### src/hdl/aods_cfg.svh
`ifndef AODS_CFG_SVH
`define AODS_CFG_SVH
// host byte register addresses
`define A_SAMPLE_RATE 8'h05
`define A_INT_EN 8'h07
`define A_INT_STAT 8'h09
`define A_APPLY 8'h13
`define A_HDR_FIRST 8'h42
`define A_HDR_INFO 8'h43
`define A_SRC 8'h4c
`define A_ALGO 8'h4d
`define A_DO_CMD 8'h5e
`define A_DO_CAT 8'h5f
`define A_DO_FMT 8'h60
`define A_DO_CS 8'h61
`define A_PP_SEL 8'h62
`define A_PP_MODE 8'h64
`define A_LFE 8'h68
`define A_COMP 8'h69
`define A_RNG_HI 8'h6a
`define A_RNG_LO 8'h6b
`define A_CRC 8'h6c
`define A_MCK 8'h6d
`define A_DUAL 8'h6e
`define A_DMX 8'h6f
`define A_FDS 8'h70
`define A_PCM_ASG 8'ha8
`define A_PCM_MC 8'ha9
`define A_AUX_MIX 8'hae
// storage layout
`define NREG 23
`define NOREG 5'h1f
`define RESET_VAL 8'h00
// register values
`define APPLY_GO 8'h01
`define CMD_LR 8'h02
`define CMD_AUX 8'h82
`define CMD_COMP 8'h03
`define FMT_STD 8'h21
`define FMT_BIT_24 0
`define FMT_BIT_256 5
`define CS_STD 8'h02
`define CS_BIT_COMP 0
`define CS_BIT_COPY 1
`define CS_BIT_PRE 2
`define CS_RATE_HI 7
`define CS_RATE_LO 6
`define MIX_3D 8'h01
`define MIX_COPY 8'h02
`define MIX_MATRIX 8'h08
`define MIX_DMX20 8'h10
`define SRC_SERIAL 8'h03
`define SRC_DIGITAL 8'h05
`define CRC_MUTE 8'h00
`define MC_ON 8'h10
`define MC_FIRST 8'h01
`define FDS_BIT 0
`define INT_HDR_BIT 1
`define DMX_MULTI 8'h03
// detected stream type codes
`define ST_NONE 3'h0
`define ST_MPEG12 3'h1
`define ST_SURR_A 3'h2
`define ST_SURR_B 3'h3
`define ST_PCM 3'h4
`define ST_MPEG3 3'h5
// soft mute length
`define MUTE_NS 10000
`define CLK_NS 10
`define MUTE_CYC ((`MUTE_NS + `CLK_NS - 1) / `CLK_NS)
`endif

### src/hdl/aods_pkg.sv
package aods_pkg;
  typedef enum logic [3:0] {
    ALG_SURR_A, ALG_MPEG1, ALG_MPEG2, ALG_PCM, ALG_PINK, ALG_SURR_B,
    ALG_BEEP, ALG_LOSSLESS, ALG_MPEG3, ALG_NONE
  } aods_algo_t;
  typedef enum logic [2:0] {MIX_NONE, MIX_COPY, MIX_MATRIX, MIX_DMX20, MIX_3D} aods_mix_t;
  typedef enum logic [1:0] {DO_OFF, DO_LR, DO_AUX, DO_COMP} aods_do_mode_t;
  typedef enum logic {MS_RUN, MS_MUTE} aods_mute_t;
endpackage : aods_pkg

### src/hdl/aods_top.sv
`timescale 1ns/100ps
`include "aods_cfg.svh"

module aods_fifo #(
  parameter int W = 32,
  parameter int D = 4
) (
  input wire logic clock,
  input wire logic reset_n,
  input wire logic ce,
  input wire logic wr_valid,
  output logic wr_ready,
  input wire logic [W-1:0] wr_data,
  output logic rd_valid,
  input wire logic rd_ready,
  output logic [W-1:0] rd_data
);
  localparam int AW = $clog2(D);
  logic [W-1:0] mem [D];
  logic [AW:0] wptr, rptr, next_wptr, next_rptr;
  logic push, pop;
  assign wr_ready = (wptr - rptr) != (AW+1)'(D);
  assign rd_valid = wptr != rptr;
  assign rd_data = mem[rptr[AW-1:0]];
  assign push = wr_valid && wr_ready;
  assign pop = rd_valid && rd_ready;
  always_comb begin
    next_wptr = push ? wptr + (AW+1)'(1) : wptr;
    next_rptr = pop ? rptr + (AW+1)'(1) : rptr;
  end
  always_ff @(posedge clock or negedge reset_n) begin
    if (!reset_n) begin
      wptr <= '0;
      rptr <= '0;
    end else if (ce) begin
      wptr <= next_wptr;
      rptr <= next_rptr;
      if (push) begin
        mem[wptr[AW-1:0]] <= wr_data;
      end
    end
  end
endmodule : aods_fifo

// Overview of operation
// command 2 sends main pair, 0x82 aux
// command 3 sends framed compressed bitstream
// uncompressed output carries only main or aux
// output settings take effect on play write
// format 0x21: 256fs, 24-bit, round 16
// status 0x02: pcm, copy ok, 44.1k
// compressed output passes only three stream types
// aux mix: copy, matrix downmix, 2/0 downmix
// 3d on aux disables it elsewhere
// algorithm register picks the decoder
// host sets source 3 serial, 5 digital
// autodetect only on compressed digital input
// new type: soft mute and decoder reset
// no detection on serial, none for pcm
// register 0x43 reports decoded stream type
// header event can raise an interrupt
// decoder settings apply live, no restart
// karaoke mode from vocals and layout
// elementary pcm accepts only 16-bit stereo
// forced downsampling only for packetised pcm; code does not check for pcm
// crc value 0 mutes bad blocks
// 16 enables multichannel, 1 first-gen
// reading 0x42 clears header event bit
// all settings 8-bit, read/write, held
module aods_top
  import aods_pkg::*;
(
  input wire logic clock,
  input wire logic reset_n,
  input wire logic ce,
  input wire logic [7:0] host_addr,
  input wire logic [7:0] host_wdata,
  input wire logic host_wr,
  input wire logic host_rd,
  output logic [7:0] host_rdata,
  input wire logic hdr_event,
  input wire logic [2:0] hdr_type,
  input wire logic [7:0] hdr_byte,
  input wire logic crc_error,
  input wire logic [1:0] vocal_count,
  input wire logic pes_input,
  input wire logic pcm_16bit_stereo,
  input wire logic pcm_valid,
  output logic pcm_ready,
  input wire logic [23:0] lr_left,
  input wire logic [23:0] lr_right,
  input wire logic [23:0] aux_left,
  input wire logic [23:0] aux_right,
  input wire logic comp_valid,
  output logic comp_ready,
  input wire logic [31:0] comp_data,
  output logic do_valid,
  input wire logic do_ready,
  output logic [31:0] do_data,
  output logic do_compressed,
  output logic [7:0] do_category,
  output logic cs_compressed,
  output logic cs_copy_ok,
  output logic cs_preemph,
  output logic [1:0] cs_rate_code,
  output logic conv_clk_256fs,
  output logic conv_24bit,
  output logic do_round16,
  output aods_mix_t aux_mix,
  output logic main_3d_disable,
  output aods_algo_t algo,
  output logic source_digital,
  output logic soft_mute,
  output logic decoder_reset,
  output logic block_mute,
  output logic mc_decode_en,
  output logic denorm_en,
  output logic mpeg1_compat,
  output logic [1:0] karaoke_mode,
  output logic force_downsample_en,
  output logic pcm_drop,
  output logic irq
);
  function automatic logic [4:0] addr_idx(input logic [7:0] a);
    case (a)
      `A_SAMPLE_RATE: addr_idx = 5'h00;
      `A_INT_EN: addr_idx = 5'h01;
      `A_APPLY: addr_idx = 5'h02;
      `A_SRC: addr_idx = 5'h03;
      `A_ALGO: addr_idx = 5'h04;
      `A_DO_CMD: addr_idx = 5'h05;
      `A_DO_CAT: addr_idx = 5'h06;
      `A_DO_FMT: addr_idx = 5'h07;
      `A_DO_CS: addr_idx = 5'h08;
      `A_PP_SEL: addr_idx = 5'h09;
      `A_PP_MODE: addr_idx = 5'h0a;
      `A_LFE: addr_idx = 5'h0b;
      `A_COMP: addr_idx = 5'h0c;
      `A_RNG_HI: addr_idx = 5'h0d;
      `A_RNG_LO: addr_idx = 5'h0e;
      `A_CRC: addr_idx = 5'h0f;
      `A_MCK: addr_idx = 5'h10;
      `A_DUAL: addr_idx = 5'h11;
      `A_DMX: addr_idx = 5'h12;
      `A_FDS: addr_idx = 5'h13;
      `A_PCM_ASG: addr_idx = 5'h14;
      `A_PCM_MC: addr_idx = 5'h15;
      `A_AUX_MIX: addr_idx = 5'h16;
      default: addr_idx = `NOREG;
    endcase
  endfunction : addr_idx

  // saturating round of a 24-bit sample to 16 bits
  function automatic logic [15:0] to16(input logic [23:0] s, input logic rnd);
    logic [24:0] sum;
    sum = {s[23], s} + 25'h80;
    if (!rnd) begin
      to16 = s[23:8];
    end else if (sum[24] != sum[23]) begin
      to16 = s[23] ? 16'h8000 : 16'h7fff;
    end else begin
      to16 = sum[23:8];
    end
  endfunction : to16

  logic [7:0] cfg [`NREG];
  logic [7:0] next_cfg [`NREG];
  logic [7:0] act_cmd, act_cat, act_fmt, act_cs;
  logic [7:0] next_act_cmd, next_act_cat, next_act_fmt, next_act_cs;
  logic hdr_flag, next_hdr_flag;
  logic [7:0] hdr_first, next_hdr_first;
  logic [2:0] cur_type, next_cur_type;
  logic [7:0] next_host_rdata;
  aods_mute_t mstate, next_mstate;
  logic [15:0] mcount, next_mcount;
  logic next_decoder_reset;
  logic [4:0] widx;
  logic apply_wr, hdr_rd, detectable, new_type;
  logic [7:0] src_reg, algo_reg, mix_reg, crc_reg, mck_reg, dmx_reg, fds_reg, inten_reg;
  aods_do_mode_t do_mode;
  logic pass_ok, fifo_wr_valid, fifo_wr_ready, rnd;
  logic [31:0] fifo_wr_data;

  assign src_reg = cfg[addr_idx(`A_SRC)];
  assign algo_reg = cfg[addr_idx(`A_ALGO)];
  assign mix_reg = cfg[addr_idx(`A_AUX_MIX)];
  assign crc_reg = cfg[addr_idx(`A_CRC)];
  assign mck_reg = cfg[addr_idx(`A_MCK)];
  assign dmx_reg = cfg[addr_idx(`A_DMX)];
  assign fds_reg = cfg[addr_idx(`A_FDS)];
  assign inten_reg = cfg[addr_idx(`A_INT_EN)];
  assign widx = addr_idx(host_addr);
  assign apply_wr = host_wr && host_addr == `A_APPLY && host_wdata == `APPLY_GO;
  assign hdr_rd = host_rd && host_addr == `A_HDR_FIRST;
  assign source_digital = src_reg == `SRC_DIGITAL;
  // pcm type and layer 3 are never detected; serial input never detects
  assign detectable = source_digital && (hdr_type == `ST_MPEG12 || hdr_type == `ST_SURR_A
                      || hdr_type == `ST_SURR_B);
  assign new_type = hdr_event && detectable && hdr_type != cur_type;

  // register file, staged output settings, header event flag
  always_comb begin
    for (int i = 0; i < `NREG; i++) begin
      next_cfg[i] = cfg[i];
    end
    next_act_cmd = act_cmd;
    next_act_cat = act_cat;
    next_act_fmt = act_fmt;
    next_act_cs = act_cs;
    if (host_wr && widx != `NOREG) begin
      next_cfg[widx] = host_wdata;
    end
    if (apply_wr) begin
      next_act_cmd = cfg[addr_idx(`A_DO_CMD)];
      next_act_cat = cfg[addr_idx(`A_DO_CAT)];
      next_act_fmt = cfg[addr_idx(`A_DO_FMT)];
      next_act_cs = cfg[addr_idx(`A_DO_CS)];
    end
    next_hdr_flag = hdr_flag;
    if (hdr_rd) begin
      next_hdr_flag = 1'b0;
    end
    if (hdr_event) begin
      next_hdr_flag = 1'b1; // set wins over read clear
    end
    next_hdr_first = hdr_event ? hdr_byte : hdr_first;
    next_host_rdata = 8'h00;
    if (host_rd) begin
      if (widx != `NOREG) begin
        next_host_rdata = cfg[widx];
      end else if (host_addr == `A_HDR_INFO) begin
        next_host_rdata = source_digital ? {5'h00, cur_type} : 8'h00;
      end else if (host_addr == `A_HDR_FIRST) begin
        next_host_rdata = hdr_first;
      end else if (host_addr == `A_INT_STAT) begin
        next_host_rdata = 8'(hdr_flag) << `INT_HDR_BIT;
      end
    end
  end

  always_ff @(posedge clock or negedge reset_n) begin
    if (!reset_n) begin
      for (int i = 0; i < `NREG; i++) begin
        cfg[i] <= `RESET_VAL;
      end
      act_cmd <= `RESET_VAL;
      act_cat <= `RESET_VAL;
      act_fmt <= `RESET_VAL;
      act_cs <= `RESET_VAL;
      hdr_flag <= 1'b0;
      hdr_first <= 8'h00;
      host_rdata <= 8'h00;
    end else if (ce) begin
      cfg <= next_cfg;
      act_cmd <= next_act_cmd;
      act_cat <= next_act_cat;
      act_fmt <= next_act_fmt;
      act_cs <= next_act_cs;
      hdr_flag <= next_hdr_flag;
      hdr_first <= next_hdr_first;
      host_rdata <= next_host_rdata;
    end
  end

  // stream type tracking and soft mute after a change
  always_comb begin
    next_cur_type = cur_type;
    next_mstate = mstate;
    next_mcount = mcount;
    next_decoder_reset = 1'b0;
    if (new_type) begin
      next_cur_type = hdr_type;
      next_mstate = MS_MUTE;
      next_mcount = 16'(`MUTE_CYC - 1);
      next_decoder_reset = 1'b1;
    end else begin
      unique case (mstate)
        MS_RUN: next_mcount = 16'h0000;
        MS_MUTE: begin
          if (mcount == 16'h0000) begin
            next_mstate = MS_RUN;
          end else begin
            next_mcount = mcount - 16'h0001;
          end
        end
      endcase
    end
  end

  always_ff @(posedge clock or negedge reset_n) begin
    if (!reset_n) begin
      cur_type <= `ST_NONE;
      mstate <= MS_RUN;
      mcount <= 16'h0000;
      decoder_reset <= 1'b0;
    end else if (ce) begin
      cur_type <= next_cur_type;
      mstate <= next_mstate;
      mcount <= next_mcount;
      decoder_reset <= next_decoder_reset;
    end
  end
  assign soft_mute = mstate == MS_MUTE;
  assign irq = hdr_flag && inten_reg[`INT_HDR_BIT];

  // output path selection; unknown commands leave the output silent
  always_comb begin
    unique case (act_cmd)
      `CMD_LR: do_mode = DO_LR;
      `CMD_AUX: do_mode = DO_AUX;
      `CMD_COMP: do_mode = DO_COMP;
      default: do_mode = DO_OFF;
    endcase
  end
  assign pass_ok = cur_type == `ST_MPEG12 || cur_type == `ST_SURR_A || cur_type == `ST_SURR_B;
  assign rnd = act_fmt[`FMT_BIT_24];
  // elementary pcm that is not 16-bit stereo is dropped, not decoded
  assign pcm_drop = src_reg == `SRC_SERIAL && algo == ALG_PCM && !pcm_16bit_stereo;
  always_comb begin
    fifo_wr_valid = 1'b0;
    fifo_wr_data = {to16(lr_left, rnd), to16(lr_right, rnd)};
    pcm_ready = 1'b1;
    comp_ready = 1'b1;
    unique case (do_mode)
      DO_LR: begin
        fifo_wr_valid = pcm_valid && !pcm_drop;
        pcm_ready = fifo_wr_ready || pcm_drop;
      end
      DO_AUX: begin
        fifo_wr_valid = pcm_valid && !pcm_drop;
        fifo_wr_data = {to16(aux_left, rnd), to16(aux_right, rnd)};
        pcm_ready = fifo_wr_ready || pcm_drop;
      end
      DO_COMP: begin
        fifo_wr_valid = comp_valid && pass_ok;
        fifo_wr_data = comp_data;
        comp_ready = fifo_wr_ready || !pass_ok;
      end
      DO_OFF: fifo_wr_valid = 1'b0;
    endcase
  end

  aods_fifo #(.W(32), .D(4)) u_fifo (
    .clock(clock),
    .reset_n(reset_n),
    .ce(ce),
    .wr_valid(fifo_wr_valid),
    .wr_ready(fifo_wr_ready),
    .wr_data(fifo_wr_data),
    .rd_valid(do_valid),
    .rd_ready(do_ready),
    .rd_data(do_data)
  );

  assign do_compressed = do_mode == DO_COMP;
  assign do_category = act_cat;
  assign conv_clk_256fs = act_fmt[`FMT_BIT_256];
  assign conv_24bit = act_fmt[`FMT_BIT_24];
  assign do_round16 = act_fmt[`FMT_BIT_24];
  assign cs_compressed = act_cs[`CS_BIT_COMP];
  assign cs_copy_ok = act_cs[`CS_BIT_COPY];
  assign cs_preemph = act_cs[`CS_BIT_PRE];
  assign cs_rate_code = act_cs[`CS_RATE_HI:`CS_RATE_LO];

  // decoder controls follow the registers live
  always_comb begin
    unique case (mix_reg)
      `MIX_COPY: aux_mix = MIX_COPY;
      `MIX_MATRIX: aux_mix = MIX_MATRIX;
      `MIX_DMX20: aux_mix = MIX_DMX20;
      `MIX_3D: aux_mix = MIX_3D;
      default: aux_mix = MIX_NONE;
    endcase
    unique case (algo_reg)
      8'h00: algo = ALG_SURR_A;
      8'h01: algo = ALG_MPEG1;
      8'h02: algo = ALG_MPEG2;
      8'h03: algo = ALG_PCM;
      8'h04: algo = ALG_PINK;
      8'h06: algo = ALG_SURR_B;
      8'h07: algo = ALG_BEEP;
      8'h08: algo = ALG_LOSSLESS;
      8'h09: algo = ALG_MPEG3;
      default: algo = ALG_NONE;
    endcase
    if (vocal_count == 2'h0) begin
      karaoke_mode = 2'h0;
    end else if (dmx_reg >= `DMX_MULTI) begin
      karaoke_mode = 2'h2;
    end else begin
      karaoke_mode = 2'h1;
    end
  end
  assign main_3d_disable = aux_mix == MIX_3D;
  assign block_mute = algo == ALG_SURR_A && crc_reg == `CRC_MUTE && crc_error;
  assign mc_decode_en = algo == ALG_MPEG2 && mck_reg == `MC_ON;
  assign denorm_en = mc_decode_en;
  assign mpeg1_compat = mck_reg == `MC_FIRST;
  assign force_downsample_en = fds_reg[`FDS_BIT] && pes_input && src_reg != `SRC_SERIAL;

  logic [7:0] cmd_reg;
  assign cmd_reg = cfg[addr_idx(`A_DO_CMD)];
endmodule : aods_top

### config.mk
export PLATFORM = sky130hd
export DESIGN_NAME = aods_top
export DESIGN_NICKNAME = d
export VERILOG_FILES = /design/src/hdl/aods_pkg.sv /design/src/hdl/aods_top.sv
export VERILOG_INCLUDE_DIRS = /design/src /design/src/hdl
export SDC_FILE = /design/constraint.sdc
export NUM_CORES = 1
export LEC_CHECK = 0
export BUFFER_PORTS_ARGS = -buffer_cell sky130_fd_sc_hd__buf_2
export CORE_UTILIZATION = 35
export CTS_CLUSTER_DIAMETER = 100
export CTS_CLUSTER_SIZE = 16
export DETAILED_ROUTE_END_ITERATION = 10
export PLACE_DENSITY_LB_ADDON = 0.25
export SLEW_MARGIN = 0
export SYNTH_ARGS = -nofsm -noshare
export SYNTH_HDL_FRONTEND = slang
export SYNTH_SLANG_ARGS = --single-unit
### constraint.sdc
create_clock -name clock -period 9.2 [get_ports clock]
set_clock_uncertainty 0.1 [all_clocks]
set_input_delay 1.84 -clock clock [delete_from_list [all_inputs] [get_ports clock]]
set_output_delay 1.84 -clock clock [all_outputs]
set_load 0.05 [all_outputs]
==> impl_metrics.env <==
export IMPL_cts_sinks=379
export IMPL_io_buffers=220
export IMPL_ys_seq_elements=379
export IMPL_synth_ff_type="dfrtp_1"
export IMPL_worst_ep_required_time_ns=7.26
export IMPL_holdCritStartpoint="u_fifo.rptr[2]$_DFFE_PN0P_"
export IMPL_min_period_over_period_pct=61.97
export IMPL_combPwrFrac_pct=24.7
export IMPL_hold_violations=0
export IMPL_cts_resized=0
export IMPL_diodes=0
export IMPL_max_vdd_ir_drop_mv=0.1334
export IMPL_wire_per_inst_um=22.77
export IMPL_die_area_um2=57720
export IMPL_cts_tree="yes"
export IMPL_multiInputGateArea_um2=9140
export IMPL_worstSetupStartpointType="register"
export IMPL_placedInstanceArea_um2=21600
export IMPL_overflow=0
export IMPL_cts_root_buf="clkbuf_16"
export IMPL_tightest_slew_ns=1.173
export IMPL_pwr_share_clk_pct=28.8
export IMPL_syn2layout_area_growth_pct=12.51
export IMPL_worstPathMaxFanout=49
export IMPL_initialDrtViolationCount=1207
export IMPL_num_vias=15490
export IMPL_fillers=5424
export IMPL_slew_headroom_pct=21.82
export IMPL_netlist_area_um2=19870
export IMPL_drt_pass1_iterations=5
export IMPL_mostFrequentLayoutCell="dfrtp_1"
export IMPL_status="finished, final reports clean"
export IMPL_clk_pin_slew_ns=0.07
export IMPL_p_per_area_nw_per_um2=177.0
export IMPL_routed_wl_um=60990
export IMPL_htreeDepth=1
export IMPL_grt_pass1_vias=15330
export IMPL_post_place_cells=2640
export IMPL_max_cap_violations=0
export IMPL_ys_async_sr_fraction_pct=66.23
export IMPL_grt_max_degree=173
export IMPL_finalNonFillerCells=2679
export IMPL_grt_pass1_wl_um=92920
export IMPL_post_cts_buffers=0
export IMPL_ys_warn_count=0
export IMPL_core_area_um2=55630
export IMPL_final_cell_mix="249 x dfrtp_1, 222 x mux2_2, 219 x buf_2"
export IMPL_power_frac_seq_pct=46.5
export IMPL_leakage_nw=9.390
export IMPL_p_int_mw=2.654
export IMPL_swShare_pct=32.91
export IMPL_synth_net_count=1953
export IMPL_vias_per_cell=5.782
export IMPL_postLayoutCellArea_um2=22350
export IMPL_synthCells=1766
export IMPL_finalPower_mw=3.956
export IMPL_ant_nets=0
export IMPL_r2r_start="act_cmd[2]$_DFFE_PN0P_"
export IMPL_register_area_um2=10130
export IMPL_antenna_found_initial=1
export IMPL_path_class="reg -> out"
export IMPL_chipWidth_um=240.3
export IMPL_layout_nets=2109
export IMPL_yosysUniqueCellTypes=84
export IMPL_io_pins=249
export IMPL_clockBufferDepth=3
export IMPL_setup_tns_ns=0
export IMPL_cts_made_buffers=27
export IMPL_fp_dieH_um=240.3
export IMPL_route_detailed_drc=0
export IMPL_cp_end_kind="output pin"
export IMPL_drive_gt1_share_pct=29.10
export IMPL_largest_reg_flops=128
export IMPL_syn_avg_cell_area_um2=11.25
export IMPL_setup_viol=0
export IMPL_seq_area_frac_synth_pct=50.96
export IMPL_hold_path_class="reg -> reg"
export IMPL_gp_congestion=0.8799
export IMPL_p_switching_mw=1.302
export IMPL_rsz0062_at_grt="false"
export IMPL_holdBufCountCts=0
export IMPL_start_util_pct=35.71
export IMPL_slew_viol_final=0
export IMPL_grt_usage_pct=20.95
export IMPL_max_freq_ghz=0.1754
export IMPL_cp_arrival_ns=3.76
export IMPL_min_period_ns=5.701
export IMPL_std_cell_rows=86
export IMPL_critPathLaunch="act_cmd[2]$_DFFE_PN0P_"
export IMPL_clkLatencyLatePin_ns=0.59
export IMPL_synth_edff_count=128
export IMPL_dp_hpwl_um=42690
-- layer usage --
metal | GRT usage [%] | wire length, um | share of wire [%] | up-vias
met5 | 0 | 0 | 0 | -
met4 | 4.922 | 1385 | 2.3 | 0
met3 | 3.192 | 3829 | 6.3 | 76
met2 | 36.00 | 29650 | 49 | 538
met1 | 27.62 | 26120 | 43 | 7867
li1 | - | - | - | 7010
-- through the flow --
stage                     utilization, %  setup WS (ns)  hold slack, ns
final                              40.18          3.499          0.3947
after global placement             38.83          3.155          0.3839
after detailed placement           38.83          3.088          0.3843
after floorplan                        -          3.887          0.3514
after CTS                          40.17          3.428          0.3984
after global routing               40.18          3.226          0.4160
-- critical path: stages (launching register included) --
cell      delay, ns
dfrtp_1        0.39
nor4_1         0.33
nand3b_1       0.14
nand2b_1       0.61
inv_1          0.24
buf_4          0.52
ha_1           0.33
or3_1          0.37
buf_2          0.24
-- cell usage after synthesis, types with 7 or more instances --
| cell type | n | area share [%] |
|---|---|---|
| mux2i_1 | 12 | 0.60 |
| mux2_2 | 222 | 13 |
| a21o_1 | 7 | 0.26 |
| o31ai_1 | 12 | 0.45 |
| nor3_1 | 49 | 1.2 |
| o22ai_1 | 42 | 1.3 |
| nor4_1 | 25 | 0.79 |
| and2_1 | 13 | 0.41 |
| or3_1 | 11 | 0.35 |
| inv_1 | 32 | 0.60 |
| nand4b_1 | 8 | 0.35 |
| ha_1 | 18 | 1.1 |
| a21oi_1 | 68 | 1.7 |
| clkbuf_1 | 82 | 1.5 |
| a22oi_1 | 20 | 0.76 |
| mux4_2 | 32 | 3.6 |
| nand4_1 | 19 | 0.60 |
| dfrtp_1 | 251 | 32 |
| xnor2_1 | 17 | 0.75 |
| o221ai_1 | 27 | 1.2 |
| nor2b_1 | 14 | 0.44 |
| o32ai_1 | 9 | 0.40 |
| and3_1 | 25 | 0.79 |
| o21ai_0 | 83 | 2.1 |
| a211oi_1 | 13 | 0.49 |
| nand2b_1 | 14 | 0.44 |
| nand2_1 | 150 | 2.8 |
| o211ai_1 | 11 | 0.42 |
| nand3_1 | 76 | 1.9 |
| edfxtp_1 | 128 | 19 |
| a31oi_1 | 32 | 1.0 |
| buf_2 | 20 | 0.50 |
| nor2_1 | 104 | 2.0 |
-- power by group through the flow --
| stage | Combinational (mW) | Sequential (mW) | Clock (mW) |
|---|---|---|---|
| global route | 1.05 | 1.85 | 1.22 |
| CTS | 0.985 | 1.84 | 1.17 |
| global placement | 0.976 | 1.87 | 0 |
| finish | 0.979 | 1.84 | 1.14 |
| detailed placement | 0.982 | 1.87 | 0 |
| floorplan | 0.697 | 1.86 | 0 |
-- final timing paths --
| check | cells after the start | end | slack [ns] |
|---|---|---|---|
| worst min register to register | 1 | u_fifo.rptr[2]$_DFFE_PN0P_ | 0.39 |
| max in group asynchronous | 2 | hdr_first[5]$_DFFE_PN0P_ | 6.43 |
| worst max-delay path | 8 | pcm_ready | 3.50 |
| worst max register to register | 8 | u_fifo.mem[2][21]$_DFFE_PP_ | 4.37 |
| min in group asynchronous | 1 | dmx_reg[4]$_DFFE_PN0P_ | 1.15 |
| worst min-delay path | 1 | u_fifo.rptr[2]$_DFFE_PN0P_ | 0.39 |
-- layout make-up --
cell class                 instances  area share [%]
inverter                          33          0.5542
multi-input combinational       1240           40.89
tap                              748           4.187
sequential                       379           45.31
clock buffer                      36           3.219
clock inverter                     2          0.1120
timing repair buffer             241           5.732
-- logic make-up (layout without fill, tap and decap cells) --
group | after synthesis | count (layout) | share of synthesized area [%]
AO/OA/AOI/OAI | 385 | 385 | 12.87
XOR/XNOR | 23 | 23 | 1.014
adder cells (fa/ha/maj) | 18 | 18 | 1.134
buffers and inverters | 147 | 312 | 3.111
flip-flops | 379 | 379 | 50.96
multiplexers | 266 | 266 | 16.81
AND/OR/NAND/NOR | 548 | 548 | 14.09
Note: power is estimated with default switching activity, not from simulation.
